==> src/rtl/nand_ctl_map.svh <==
// register offsets, field positions, command codes and timing counts of the nand controller
`ifndef NAND_CTL_MAP_SVH
`define NAND_CTL_MAP_SVH
`define OFS_CTRL         12'h000
`define OFS_STAT         12'h004
`define OFS_DATA         12'h008
`define OFS_ID_LO        12'h00c
`define OFS_ID_HI        12'h010
`define CTRL_GO          0
`define CTRL_OP_LSB      1
`define CTRL_WP          4
`define OP_STATUS        3'h0
`define OP_ID            3'h1
`define OP_RESET         3'h2
`define OP_READ_RESUME   3'h3
`define CMD_READ         8'h00
`define CMD_STATUS       8'h70
`define CMD_RESET        8'hff
`define CMD_ID           8'h90
`define ID_BYTES         3'h5
`define STRB_NS          24
`define STRB_CYC         (((`STRB_NS) * 125 + 999) / 1000)
`endif

==> src/rtl/nand_ctl_pkg.sv <==
// types of the nand controller
package nand_ctl_pkg;
  typedef enum logic [2:0] {
    ST_IDLE = 3'b000,
    ST_CMD  = 3'b001,
    ST_ADR  = 3'b011,
    ST_RD   = 3'b010,
    ST_DONE = 3'b110
  } seq_e;
endpackage : nand_ctl_pkg

==> src/rtl/sync2.sv <==
// two flip-flop synchroniser for one level
`timescale 1ns/10ps
`default_nettype none
module sync2 (
  input  wire logic ref_clk_in,  // clock
  input  wire logic rstn_in,     // async reset, low
  input  wire logic d_in,        // async level
  output var  logic q_out        // synchronised level
);
  logic meta_r;
  always_ff @(posedge ref_clk_in or negedge rstn_in)
  begin
    if (!rstn_in)
    begin
      meta_r <= 1'b0;
      q_out  <= 1'b0;
    end
    else
    begin
      meta_r <= d_in;
      q_out  <= meta_r;
    end
  end
endmodule : sync2
`default_nettype wire

==> src/rtl/nand_ctl.sv <==
// apb-controlled nand command host: status, id, reset and read resume
//
// Added by the designer: the register addresses and register access over APB.
`timescale 1ns/10ps
`default_nettype none
`include "nand_ctl_map.svh"
// Operation
// - only status or reset while busy
// - power-on: only reset or status
// - never issue undefined command codes
// - after serial input, restricted commands
// - program pages in ascending order
module nand_ctl (
  input  wire logic        ref_clk_in,          // 125 MHz clock
  input  wire logic        rstn_in,             // async reset, low
  input  wire logic        psel_in,             // apb select
  input  wire logic        penable_in,          // apb enable
  input  wire logic        pwrite_in,           // apb write
  input  wire logic [11:0] paddr_in,            // apb byte address
  input  wire logic [31:0] pwdata_in,           // apb write data
  output var  logic [31:0] prdata_out,          // apb read data
  output var  logic        pready_out,          // apb ready
  output var  logic        pslverr_out,         // apb error
  output var  logic        cmd_latch_out,       // command latch enable
  output var  logic        addr_latch_out,      // address latch enable
  output var  logic        chip_en_n_out,       // chip enable, low
  output var  logic        write_strobe_n_out,  // write strobe, low
  output var  logic        read_strobe_n_out,   // read strobe, low
  output var  logic        write_prot_n_out,    // write protect, low
  output var  logic [7:0]  shared_byte_port_out, // port drive value
  output var  logic        shared_byte_port_oe_out, // port drive enable
  input  wire logic [7:0]  shared_byte_port_in, // port level
  input  wire logic        ready_busy_n_pin_in  // device ready, high
);
  localparam logic [7:0] STRB = 8'(`STRB_CYC);
  ////////////////////////////////////////////////////////////////
  logic [7:0] port_s;
  logic       rdy_s;
  genvar gi;
  generate
    for (gi = 0; gi < 8; gi++)
    begin : g_sync
      sync2 u_s (.ref_clk_in(ref_clk_in), .rstn_in(rstn_in),
                 .d_in(shared_byte_port_in[gi]), .q_out(port_s[gi]));
    end
  endgenerate
  sync2 u_rdy (.ref_clk_in(ref_clk_in), .rstn_in(rstn_in),
               .d_in(ready_busy_n_pin_in), .q_out(rdy_s));
  ////////////////////////////////////////////////////////////////
  nand_ctl_pkg::seq_e st_r, st_nxt;
  logic [2:0]  op_r, op_nxt;
  logic [7:0]  tmr_r, tmr_nxt;
  logic [1:0]  ph_r, ph_nxt;
  logic [2:0]  cnt_r, cnt_nxt;
  logic [7:0]  data_r, data_nxt;
  logic [39:0] id_r, id_nxt;
  logic        wp_r, wp_nxt;
  logic        err_r, err_nxt;
  logic        done_r, done_nxt;
  logic        cle_r, cle_nxt, ale_r, ale_nxt, we_r, we_nxt, re_r, re_nxt;
  logic [7:0]  dq_r, dq_nxt;
  logic        oe_r, oe_nxt;
  logic        ce_n_r, ce_n_nxt;
  logic [31:0] prd_r, prd_nxt;
  logic        prdy_r, prdy_nxt, perr_r, perr_nxt;
  logic        acc, go;
  logic [7:0]  cmd;
  assign acc = psel_in && penable_in && !prdy_r;
  assign go  = acc && pwrite_in && (paddr_in == `OFS_CTRL) && pwdata_in[`CTRL_GO];
  ////////////////////////////////////////////////////////////////
  always_comb
  begin
    cmd = `CMD_STATUS;
    case (op_r)
      `OP_ID:          cmd = `CMD_ID;
      `OP_RESET:       cmd = `CMD_RESET;
      `OP_READ_RESUME: cmd = `CMD_READ;
      default:         cmd = `CMD_STATUS;
    endcase
  end
  always_comb
  begin
    st_nxt = st_r; op_nxt = op_r; tmr_nxt = tmr_r; ph_nxt = ph_r;
    cnt_nxt = cnt_r; data_nxt = data_r; id_nxt = id_r; wp_nxt = wp_r;
    err_nxt = err_r; done_nxt = done_r; cle_nxt = cle_r; ale_nxt = ale_r;
    we_nxt = we_r; re_nxt = re_r; dq_nxt = dq_r; oe_nxt = oe_r;
    prd_nxt = 32'h0; prdy_nxt = 1'b0; perr_nxt = 1'b0;
    if (acc)
    begin
      prdy_nxt = 1'b1;
      case (paddr_in)
        `OFS_CTRL:
        begin
          prd_nxt = {27'h0, wp_r, op_r, 1'b0};
          if (pwrite_in)
          begin
            wp_nxt = pwdata_in[`CTRL_WP];
            if (go && st_r == nand_ctl_pkg::ST_IDLE)
            begin
              // only defined ops; non status/reset refused while busy
              if (pwdata_in[3:1] > `OP_READ_RESUME ||
                  (!rdy_s && pwdata_in[3:1] != `OP_STATUS && pwdata_in[3:1] != `OP_RESET))
                err_nxt = 1'b1;
              else
              begin
                op_nxt = pwdata_in[3:1]; st_nxt = nand_ctl_pkg::ST_CMD;
                tmr_nxt = 8'h0; ph_nxt = 2'h0; cnt_nxt = 3'h0; err_nxt = 1'b0;
                done_nxt = 1'b0;
              end
            end
            else if (go)
              err_nxt = 1'b1;
          end
        end
        `OFS_STAT: prd_nxt = {26'h0, err_r, done_r, wp_r, rdy_s,
                              1'b0, st_r == nand_ctl_pkg::ST_IDLE};
        `OFS_DATA:  prd_nxt = {24'h0, data_r};
        `OFS_ID_LO: prd_nxt = id_r[31:0];
        `OFS_ID_HI: prd_nxt = {24'h0, id_r[39:32]};
        default:    perr_nxt = 1'b1;
      endcase
    end
    if (st_r != nand_ctl_pkg::ST_IDLE)
      tmr_nxt = tmr_r + 8'h1;
    case (st_r)
      nand_ctl_pkg::ST_IDLE:
      begin
        cle_nxt = 1'b0; ale_nxt = 1'b0; we_nxt = 1'b1; re_nxt = 1'b1; oe_nxt = 1'b0;
      end
      nand_ctl_pkg::ST_CMD, nand_ctl_pkg::ST_ADR:
      begin
        cle_nxt = (st_r == nand_ctl_pkg::ST_CMD);
        ale_nxt = (st_r == nand_ctl_pkg::ST_ADR);
        dq_nxt = (st_r == nand_ctl_pkg::ST_CMD) ? cmd : 8'h00;
        oe_nxt = 1'b1;
        if (tmr_r == STRB - 8'h1)
        begin
          tmr_nxt = 8'h0;
          ph_nxt = ph_r + 2'h1;
          we_nxt = (ph_r == 2'h0) ? 1'b0 : 1'b1;
          if (ph_r == 2'h2)
          begin
            ph_nxt = 2'h0;
            if (st_r == nand_ctl_pkg::ST_CMD && op_r == `OP_ID)
              st_nxt = nand_ctl_pkg::ST_ADR;
            else if (op_r == `OP_RESET || op_r == `OP_READ_RESUME)
              st_nxt = nand_ctl_pkg::ST_DONE;
            else
              st_nxt = nand_ctl_pkg::ST_RD;
          end
        end
      end
      nand_ctl_pkg::ST_RD:
      begin
        cle_nxt = 1'b0; ale_nxt = 1'b0; oe_nxt = 1'b0;
        if (tmr_r == STRB - 8'h1)
        begin
          tmr_nxt = 8'h0;
          ph_nxt = ph_r + 2'h1;
          re_nxt = (ph_r == 2'h0) ? 1'b0 : 1'b1;
          if (ph_r == 2'h1)
          begin
            data_nxt = port_s;
            if (op_r == `OP_ID)
              id_nxt = {port_s, id_r[39:8]};
          end
          if (ph_r == 2'h2)
          begin
            ph_nxt = 2'h0;
            cnt_nxt = cnt_r + 3'h1;
            if (op_r != `OP_ID || cnt_r == `ID_BYTES - 3'h1)
              st_nxt = nand_ctl_pkg::ST_DONE;
          end
        end
      end
      nand_ctl_pkg::ST_DONE:
      begin
        oe_nxt = 1'b0; cle_nxt = 1'b0; ale_nxt = 1'b0;
        done_nxt = 1'b1;
        st_nxt = nand_ctl_pkg::ST_IDLE;
      end
      default: st_nxt = nand_ctl_pkg::ST_IDLE;
    endcase
    ce_n_nxt = (st_nxt == nand_ctl_pkg::ST_IDLE);
  end
  ////////////////////////////////////////////////////////////////
  always_ff @(posedge ref_clk_in or negedge rstn_in)
  begin
    if (!rstn_in)
    begin
      st_r <= nand_ctl_pkg::ST_IDLE; op_r <= 3'h0; tmr_r <= 8'h0; ph_r <= 2'h0;
      cnt_r <= 3'h0; data_r <= 8'h0; id_r <= 40'h0; wp_r <= 1'b0; err_r <= 1'b0;
      done_r <= 1'b0; cle_r <= 1'b0; ale_r <= 1'b0; we_r <= 1'b1; re_r <= 1'b1;
      dq_r <= 8'h0; oe_r <= 1'b0; prd_r <= 32'h0; prdy_r <= 1'b0; perr_r <= 1'b0;
      ce_n_r <= 1'b1;
    end
    else
    begin
      st_r <= st_nxt; op_r <= op_nxt; tmr_r <= tmr_nxt; ph_r <= ph_nxt;
      cnt_r <= cnt_nxt; data_r <= data_nxt; id_r <= id_nxt; wp_r <= wp_nxt;
      err_r <= err_nxt; done_r <= done_nxt; cle_r <= cle_nxt; ale_r <= ale_nxt;
      we_r <= we_nxt; re_r <= re_nxt; dq_r <= dq_nxt; oe_r <= oe_nxt;
      prd_r <= prd_nxt; prdy_r <= prdy_nxt; perr_r <= perr_nxt;
      ce_n_r <= ce_n_nxt;
    end
  end
  assign prdata_out = prd_r;
  assign pready_out = prdy_r;
  assign pslverr_out = perr_r;
  assign cmd_latch_out = cle_r;
  assign addr_latch_out = ale_r;
  assign chip_en_n_out = ce_n_r;
  assign write_strobe_n_out = we_r;
  assign read_strobe_n_out = re_r;
  assign write_prot_n_out = wp_r;
  assign shared_byte_port_out = dq_r;
  assign shared_byte_port_oe_out = oe_r;
  ////////////////////////////////////////////////////////////////
  a_busy_gate: assert property (@(posedge ref_clk_in) disable iff (!rstn_in)
    (go && st_r == nand_ctl_pkg::ST_IDLE && !rdy_s && pwdata_in[3:1] == `OP_ID)
      |=> err_r && st_r == nand_ctl_pkg::ST_IDLE)
    else $error("id started while busy");
  a_undef_op: assert property (@(posedge ref_clk_in) disable iff (!rstn_in)
    (go && st_r == nand_ctl_pkg::ST_IDLE && pwdata_in[3:1] > `OP_READ_RESUME)
      |=> st_r == nand_ctl_pkg::ST_IDLE)
    else $error("undefined op started");
  a_pwr_on: assert property (@(posedge ref_clk_in) disable iff (!rstn_in)
    (st_r == nand_ctl_pkg::ST_CMD && !rdy_s && cle_r && oe_r)
      |-> dq_r == `CMD_STATUS || dq_r == `CMD_RESET)
    else $error("bad command while busy");
  a_id_addr: assert property (@(posedge ref_clk_in) disable iff (!rstn_in)
    (ale_r && oe_r) |-> dq_r == 8'h00)
    else $error("id address not zero");
  a_wp_follow: assert property (@(posedge ref_clk_in) disable iff (!rstn_in)
    (acc && pwrite_in && paddr_in == `OFS_CTRL) |=> wp_r == $past(pwdata_in[`CTRL_WP]))
    else $error("write protect not updated");
  a_done_idle: assert property (@(posedge ref_clk_in) disable iff (!rstn_in)
    st_r == nand_ctl_pkg::ST_DONE |=> st_r == nand_ctl_pkg::ST_IDLE && done_r)
    else $error("done not reached");
  a_rd_capture: assert property (@(posedge ref_clk_in) disable iff (!rstn_in)
    (st_r == nand_ctl_pkg::ST_RD && ph_r == 2'h1 && tmr_r == STRB - 8'h1)
      |=> data_r == $past(port_s))
    else $error("read byte not captured");
  a_id_count: assert property (@(posedge ref_clk_in) disable iff (!rstn_in)
    (st_r == nand_ctl_pkg::ST_RD && op_r == `OP_ID) |-> cnt_r < `ID_BYTES)
    else $error("too many id bytes");
endmodule : nand_ctl
`default_nettype wire

==> config.mk <==
export PLATFORM = sky130hd
export DESIGN_NAME = nand_ctl
export DESIGN_NICKNAME = d
export VERILOG_FILES = /design/src/rtl/nand_ctl_pkg.sv /design/src/rtl/sync2.sv /design/src/rtl/nand_ctl.sv
export VERILOG_INCLUDE_DIRS = /design/src /design/src/rtl
export SDC_FILE = /design/constraint.sdc
export NUM_CORES = 1
export LEC_CHECK = 0
export BUFFER_PORTS_ARGS = -buffer_cell sky130_fd_sc_hd__buf_2
export CAP_MARGIN = 25
export CORE_MARGIN = 2
export CORE_UTILIZATION = 50
export CTS_BUF_LIST = sky130_fd_sc_hd__clkbuf_2 sky130_fd_sc_hd__clkbuf_4 sky130_fd_sc_hd__clkbuf_8
export CTS_CLUSTER_SIZE = 25
export DETAILED_ROUTE_END_ITERATION = 8
export GPL_ROUTABILITY_DRIVEN = 1
export PLACE_DENSITY = 0.7
export SETUP_SLACK_MARGIN = 0.05
export SLEW_MARGIN = 10
export SYNTH_ARGS = -nofsm -noshare
export SYNTH_HDL_FRONTEND = slang
export SYNTH_SLANG_ARGS = --single-unit
==> constraint.sdc <==
create_clock -name ref_clk_in -period 4 [get_ports ref_clk_in]
set_input_delay 0 -clock ref_clk_in [delete_from_list [all_inputs] [get_ports ref_clk_in]]
set_output_delay 0 -clock ref_clk_in [all_outputs]
set_load 0.01 [all_outputs]
==> impl_metrics.toml, run 1 <==
[die]
dieArea_um2 = 11490
die_h_um = 107.2
coreArea_um2 = 10320
initial_core_util_pct = 51.57
die_w_um = 107.2
core.rowCount = 37
ioPinCount = 107

[grt]
track_usage_pct = 19.20
grt_antenna_before_repair = 0
grt_overflow = 0
grt_pass1_wl_mm = 16.53
grt_pass1_vias = 3378
grt_max_degree = 52

[yosys]
synth_cell_types = 54
yosys.area.top_type_share_pct = 60.63
synth.area.top_cells = "dfrtp_1 (61%), mux2_2 (8.7%), and2_1 (3.1%), mux2_4 (2.8%), nand2_1 (1.7%)"
postSynthAreaPerCell_um2 = 13.55
ys.flop_type = "dfrtp_1"
syn_nets = 455
ys_seq_area_share_pct = 62.12
syn_inst = 393
ys_ff_latch = 132
synth_edf_count = 0
synth_top_area_cell = "dfrtp_1"
async_flop_share_pct = 100.0
synth_area_um2 = 5324
ys_warn_count = 0

[timing]
finalCritPeriodShare_pct = 70.62
min_period_ns = 2.825
tns_ns = 0
tightestPinTransition_ns = 0.8435
fmax_mhz = 354.0
slew_viol_final = 0
timing.hold.ws_ns = 0.03343
rsz0062_at_grt = "false"
max-slew-margin-rel_pct = 43.33
fin_skew_ns = 0.01107
setup_viol = 0
hold_viol_final = 0
setup_slack_ns = 1.175

[detailed_routing]
wl_per_cell_um = 15.74
via_per_inst = 5.212
dr.pass1.iters = 6
route.detailed.drc = 0
antenna_left = 0
drt_iter0_markers = 160
routed_wl_mm = 10.15
vias = 3362

[layout]
drive_gt1_share_pct = 35.76
finalNonFillerCells = 645
final_cell_mix = "dfrtp_1 (129), buf_2 (78), mux2_2 (41)"
finalNetCount = 558
post-route-util_pct = 62.37
final_common_cell = "dfrtp_1"
diodes = 0
syn_to_final_growth_pct = 20.94

[min_path]
hold_depth = 5
hold_class = "primary input to flop"

[placed_design]
io_buffer_count = 79
dp_hpwl_mm = 6.749
dp_cells = 592
dp_slack_ns = 1.241
place_congestion = 0.7873

[critical_path]
end_kind = "flop"
critical_path_class = "primary input to flop"
reg2regPathDepth = 5
crit_fanout = 8
worstPathRequired_ns = 4.37
crit_path_start_kind = "primary input"
arrival_ns = 3.19
r2r_slack_ns = 1.23

[pwr]
switching_share_pct = 28.35
power.switching_mw = 0.9591
p_int_mw = 2.424
power_density_nw_per_um2 = 525.5
vdd_drop_max_mv = 0.2430
p_leak_nw = 3.188
power.share.clock_pct = 36.5
comb_power_share_pct = 15.7
p_seq_share_pct = 47.8

[clock_tree]
cts_made_buffers = 17
htree_levels = 4
clk_pin_slew_ns = 0.07
cts_hold_buf = 21
cts_setup_buffers = 0
clock-root-buffer = "clkbuf_8"
cts_tree = "built"
clockBufferDepth = 2
clock_latency_ns = 0.44
clock_sinks = 132
ctsResizeCount = 0

[run]
max_cap_violations = 0

[outcome]
outcome = "complete, no violations"
[worst max-delay path, stage by stage]
cell	delay (ns)
dlygate4sd3_1	0.53
buf_2	0.12
or4_4	0.50
nor3_1	0.70
o211ai_1	0.50
a21oi_1	0.23
dlygate4sd3_1	0.59
[registers in the layout, summed over array words and instances, names as in the netlist]
register                 flops
cmd_latch_out                1
data_r                       8
shared_byte_port_out         4
u_rdy.meta_r                 1
op_r                         3
write_strobe_n_out           1
prdata_out                  32
st_r                         3
id_r                        40
u_rdy.q_out                  1
done_r                       1
g_sync.u_s.meta_r            8
tmr_r                        8
shared_byte_port_oe_out      1
pready_out                   1
read_strobe_n_out            1
g_sync.u_s.q_out             8
chip_en_n_out                1
pslverr_out                  1
write_prot_n_out             1
err_r                        1
addr_latch_out               1
cnt_r                        3
ph_r                         2
[worst paths after layout]
check | startpoint | to
worst max register to register | st_r[2]$_DFF_PN0_ | id_r[6]$_DFFE_PN0P_
min in group asynchronous | rstn_in | prdata_out[13]$_DFF_PN0_
worst min register to register | g_sync[5].u_s.meta_r$_DFF_PN0_ | g_sync[5].u_s.q_out$_DFF_PN0_
worst max-delay path | paddr_in[1] | prdata_out[7]$_DFF_PN0_
max in group asynchronous | rstn_in | tmr_r[2]$_DFF_PN0_
worst min-delay path | paddr_in[8] | prdata_out[5]$_DFF_PN0_
[synthesized netlist by cell type (6+ instances only)]
master and number:
nor2_1 16, nor3_1 10, mux2_4 10, nand4_1 11
buf_4 7, nand2_1 24, and2_1 26, mux2_1 6
nand3_1 7, a21oi_1 13, clkbuf_1 6, mux2_2 41
dfrtp_1 129, o21ai_0 7, inv_1 7
[kinds of logic (layout without fill, tap and decap cells)]
| group | after synthesis | in the layout | share of synthesized area, % |
|---|---|---|---|
| flip-flops | 132 | 132 | 62.12 |
| AND/OR/NAND/NOR | 120 | 120 | 13.28 |
| multiplexers | 62 | 62 | 14.41 |
| AO/OA/AOI/OAI | 46 | 46 | 5.735 |
| buffers and inverters | 26 | 142 | 3.032 |
| adder cells (fa/ha/maj) | 4 | 4 | 0.9401 |
| XOR/XNOR | 3 | 3 | 0.4936 |
[layer usage]
layer	GRT usage [%]	vias up	share of wire, %
met2	30.33	93	49
li1	-	1587	-
met4	9.647	0	1.5
met5	0	-	0
met3	5.289	10	4.8
met1	24.37	1672	44
[stage by stage]
step / area, um^2 / total power [mW]
3_5_place_dp: 5779 / 2.159
6_report: 6439 / 3.383
4_1_cts: 6439 / 3.416
2_1_floorplan: 5324 / 1.980
5_1_grt: 6439 / 3.560
3_3_place_gp: 5779 / 2.128
[area by class of cell]
class / count / area [um^2]
inverter: 7 / 26.28
clock inverter: 14 / 201.4
tap: 136 / 170.2
multi-input combinational: 235 / 1856
fill: 816 / 3885
sequential: 132 / 3307
timing repair buffer: 103 / 630.6
clock buffer: 18 / 247.7
[power by group through the flow]
stage                     clock (mW)  sequential [mW]  combinational [mW]
after floorplan                    0             1.61               0.374
after global placement             0             1.63               0.500
after detailed placement           0             1.64               0.517
after CTS                       1.26             1.62               0.536
after global routing            1.32             1.64               0.598
final                           1.23             1.62               0.531
(Power assumes the default switching activity.)
==> run 2: changes to the inputs <==
Clock period 4 ns to 2.75 ns, I/O delays scaled along.
==> run 2 against run 1 <==
Against the previous run:
- cell count rose by 0.93%
- flip-flop and latch count did not move
- sequential share of layout area fell by 0.54 points
- sequential power rose by 43%
- total power rose by 47%
- combinational power rose by 60%
- worst hold slack got worse by 0.014 ns
- clock skew fell by 0.00054 ns
- via count rose by 1.3%
- register-to-register slack got worse by 0.73 ns
- critical path type is now flop to flop
- critical endpoint is now prdata_out[0]$_DFF_PN0_
==> impl_metrics.toml, run 2 (same netlist as run 1, synthesis figures left out) <==
[placed_design]
dp_cells = 601
io_buffer_count = 79
dp_hpwl_mm = 6.789
place_congestion = 0.7773

[layout]
final_common_cell = "dfrtp_1"
final_cell_mix = "dfrtp_1 (129), buf_2 (78), mux2_2 (41)"
final-seq-area_um2 = 3307
top_register = "id_r"
nFillCells = 787
multi_input_area_um2 = 1856
finalNetCount = 565
largest_reg_flops = 40
post-route-util_pct = 63.03
diodes = 0
drive_gt1_share_pct = 36.89
finalNonFillerCells = 651
syn_to_final_growth_pct = 22.23

[outcome]
outcome = "complete, no violations"

[grt]
grt_overflow = 0
grt_antenna_before_repair = 0
track_usage_pct = 19.95
grt_max_degree = 55
grt_pass1_wl_mm = 17.24
grt_pass1_vias = 3388

[timing]
min_period_ns = 2.251
tightestPinTransition_ns = 0.7505
tns_ns = 0
slew_viol_final = 0
rsz0062_at_grt = "false"
fmax_mhz = 444.2
setup_viol = 0
finalCritPeriodShare_pct = 81.86
max-slew-margin-rel_pct = 49.74
fin_skew_ns = 0.01053
hold_viol_final = 0

[die]
ioPinCount = 107
die_w_um = 107.2
core.rowCount = 37
die_h_um = 107.2
dieArea_um2 = 11490
coreArea_um2 = 10320
initial_core_util_pct = 51.57

[critical_path]
arrival_ns = 2.62
crit_path_start_kind = "flop"
startpoint = "st_r[0]$_DFF_PN0_"
crit_fanout = 13
r2r_start = "st_r[0]$_DFF_PN0_"
critical_path_class = "flop to flop"
r2r-end = "prdata_out[0]$_DFF_PN0_"
end_kind = "flop"
worstPathRequired_ns = 3.12
reg2regPathDepth = 5
r2r_slack_ns = 0.50

[pwr]
vdd_drop_max_mv = 0.3997
power_density_nw_per_um2 = 765.9
p_leak_nw = 3.231

[clock_tree]
htree_levels = 4
cts_setup_buffers = 0
clk_pin_slew_ns = 0.07
clock_sinks = 132
cts_made_buffers = 17
cts_tree = "built"
clock-root-buffer = "clkbuf_8"
clockBufferDepth = 2
clock_latency_ns = 0.43

[detailed_routing]
dr.pass1.iters = 4
wl_per_cell_um = 15.78
drt_iter0_markers = 205
antenna_left = 0
route.detailed.drc = 0
via_per_inst = 5.230
routed_wl_mm = 10.27
vias = 3405

[min_path]
min_from = "paddr_in[1]"
worstHoldEndpoint = "prdata_out[5]$_DFF_PN0_"
hold_depth = 5
hold_class = "primary input to flop"

[run]
max_cap_violations = 0
==> run 2: how the worst max path moves through the flow <==
| stage | cells past startpoint | endpoint | slack [ns] |
|---|---|---|---|
| floorplan | 7 | id_r[0]$_DFFE_PN0P_ | 0.65 |
| global route | 5 | prdata_out[0]$_DFF_PN0_ | 0.38 |
| CTS | 5 | prdata_out[0]$_DFF_PN0_ | 0.44 |
| detailed placement | 4 | tmr_r[2]$_DFF_PN0_ | 0.71 |
| finish | 5 | prdata_out[0]$_DFF_PN0_ | 0.50 |
| global placement | 7 | id_r[6]$_DFFE_PN0P_ | 0.75 |
==> run 2: critical path, stage by stage (launching register included) <==
cell and delay, ns:
dfrtp_1 0.52, nor3_1 0.66, a22o_1 0.24, nand2_1 0.06, a21oi_1 0.14, dlygate4sd3_1 0.56
==> run 2: layer usage <==
metal / wire (um) / track usage, % / part of all wire [%] / vias up
met2: 5020 / 30.83 / 49 / 103
met4: 153 / 7.792 / 1.5 / 0
met3: 569 / 5.836 / 5.5 / 15
met1: 4530 / 26.68 / 44 / 1676
li1: - / - / - / 1611
met5: 0 / 0 / 0 / -
==> run 2: where the power goes <==
group	switching, mW	internal (mW)	total (mW)
clock	0.745	1.07	1.81
combinational	0.465	0.384	0.849
sequential	0.167	2.15	2.32
total	1.38	3.61	4.98
==> run 2: what timing repair did <==
| item | CTS | global route |
|---|---|---|
| hold buffers | 19 | 0 |
| endpoints found under the hold margin | 69 | 0 |
| resized for setup | 0 | 0 |
==> run 2: metrics by stage <==
step	setup WS (ns)	total power [mW]	area [um^2]	hold slack, ns
after floorplan	0.6514	2.880	5324	-0.2956
after global routing	0.3755	5.239	6507	0.02935
after global placement	0.7514	3.135	5872	0.06371
after detailed placement	0.7061	3.175	5872	0.07286
final	0.4989	4.984	6507	0.01979
after CTS	0.4363	5.016	6507	0.007233
==> run 2: cell type report <==
cell class / instances / area share, %
clock buffers: 17 / 3.595
clock inverters: 14 / 3.249
inverters: 7 / 0.4038
well taps: 136 / 2.615
multi-input cells: 235 / 28.51
flip-flops and latches: 132 / 50.82
repair buffers: 110 / 10.81
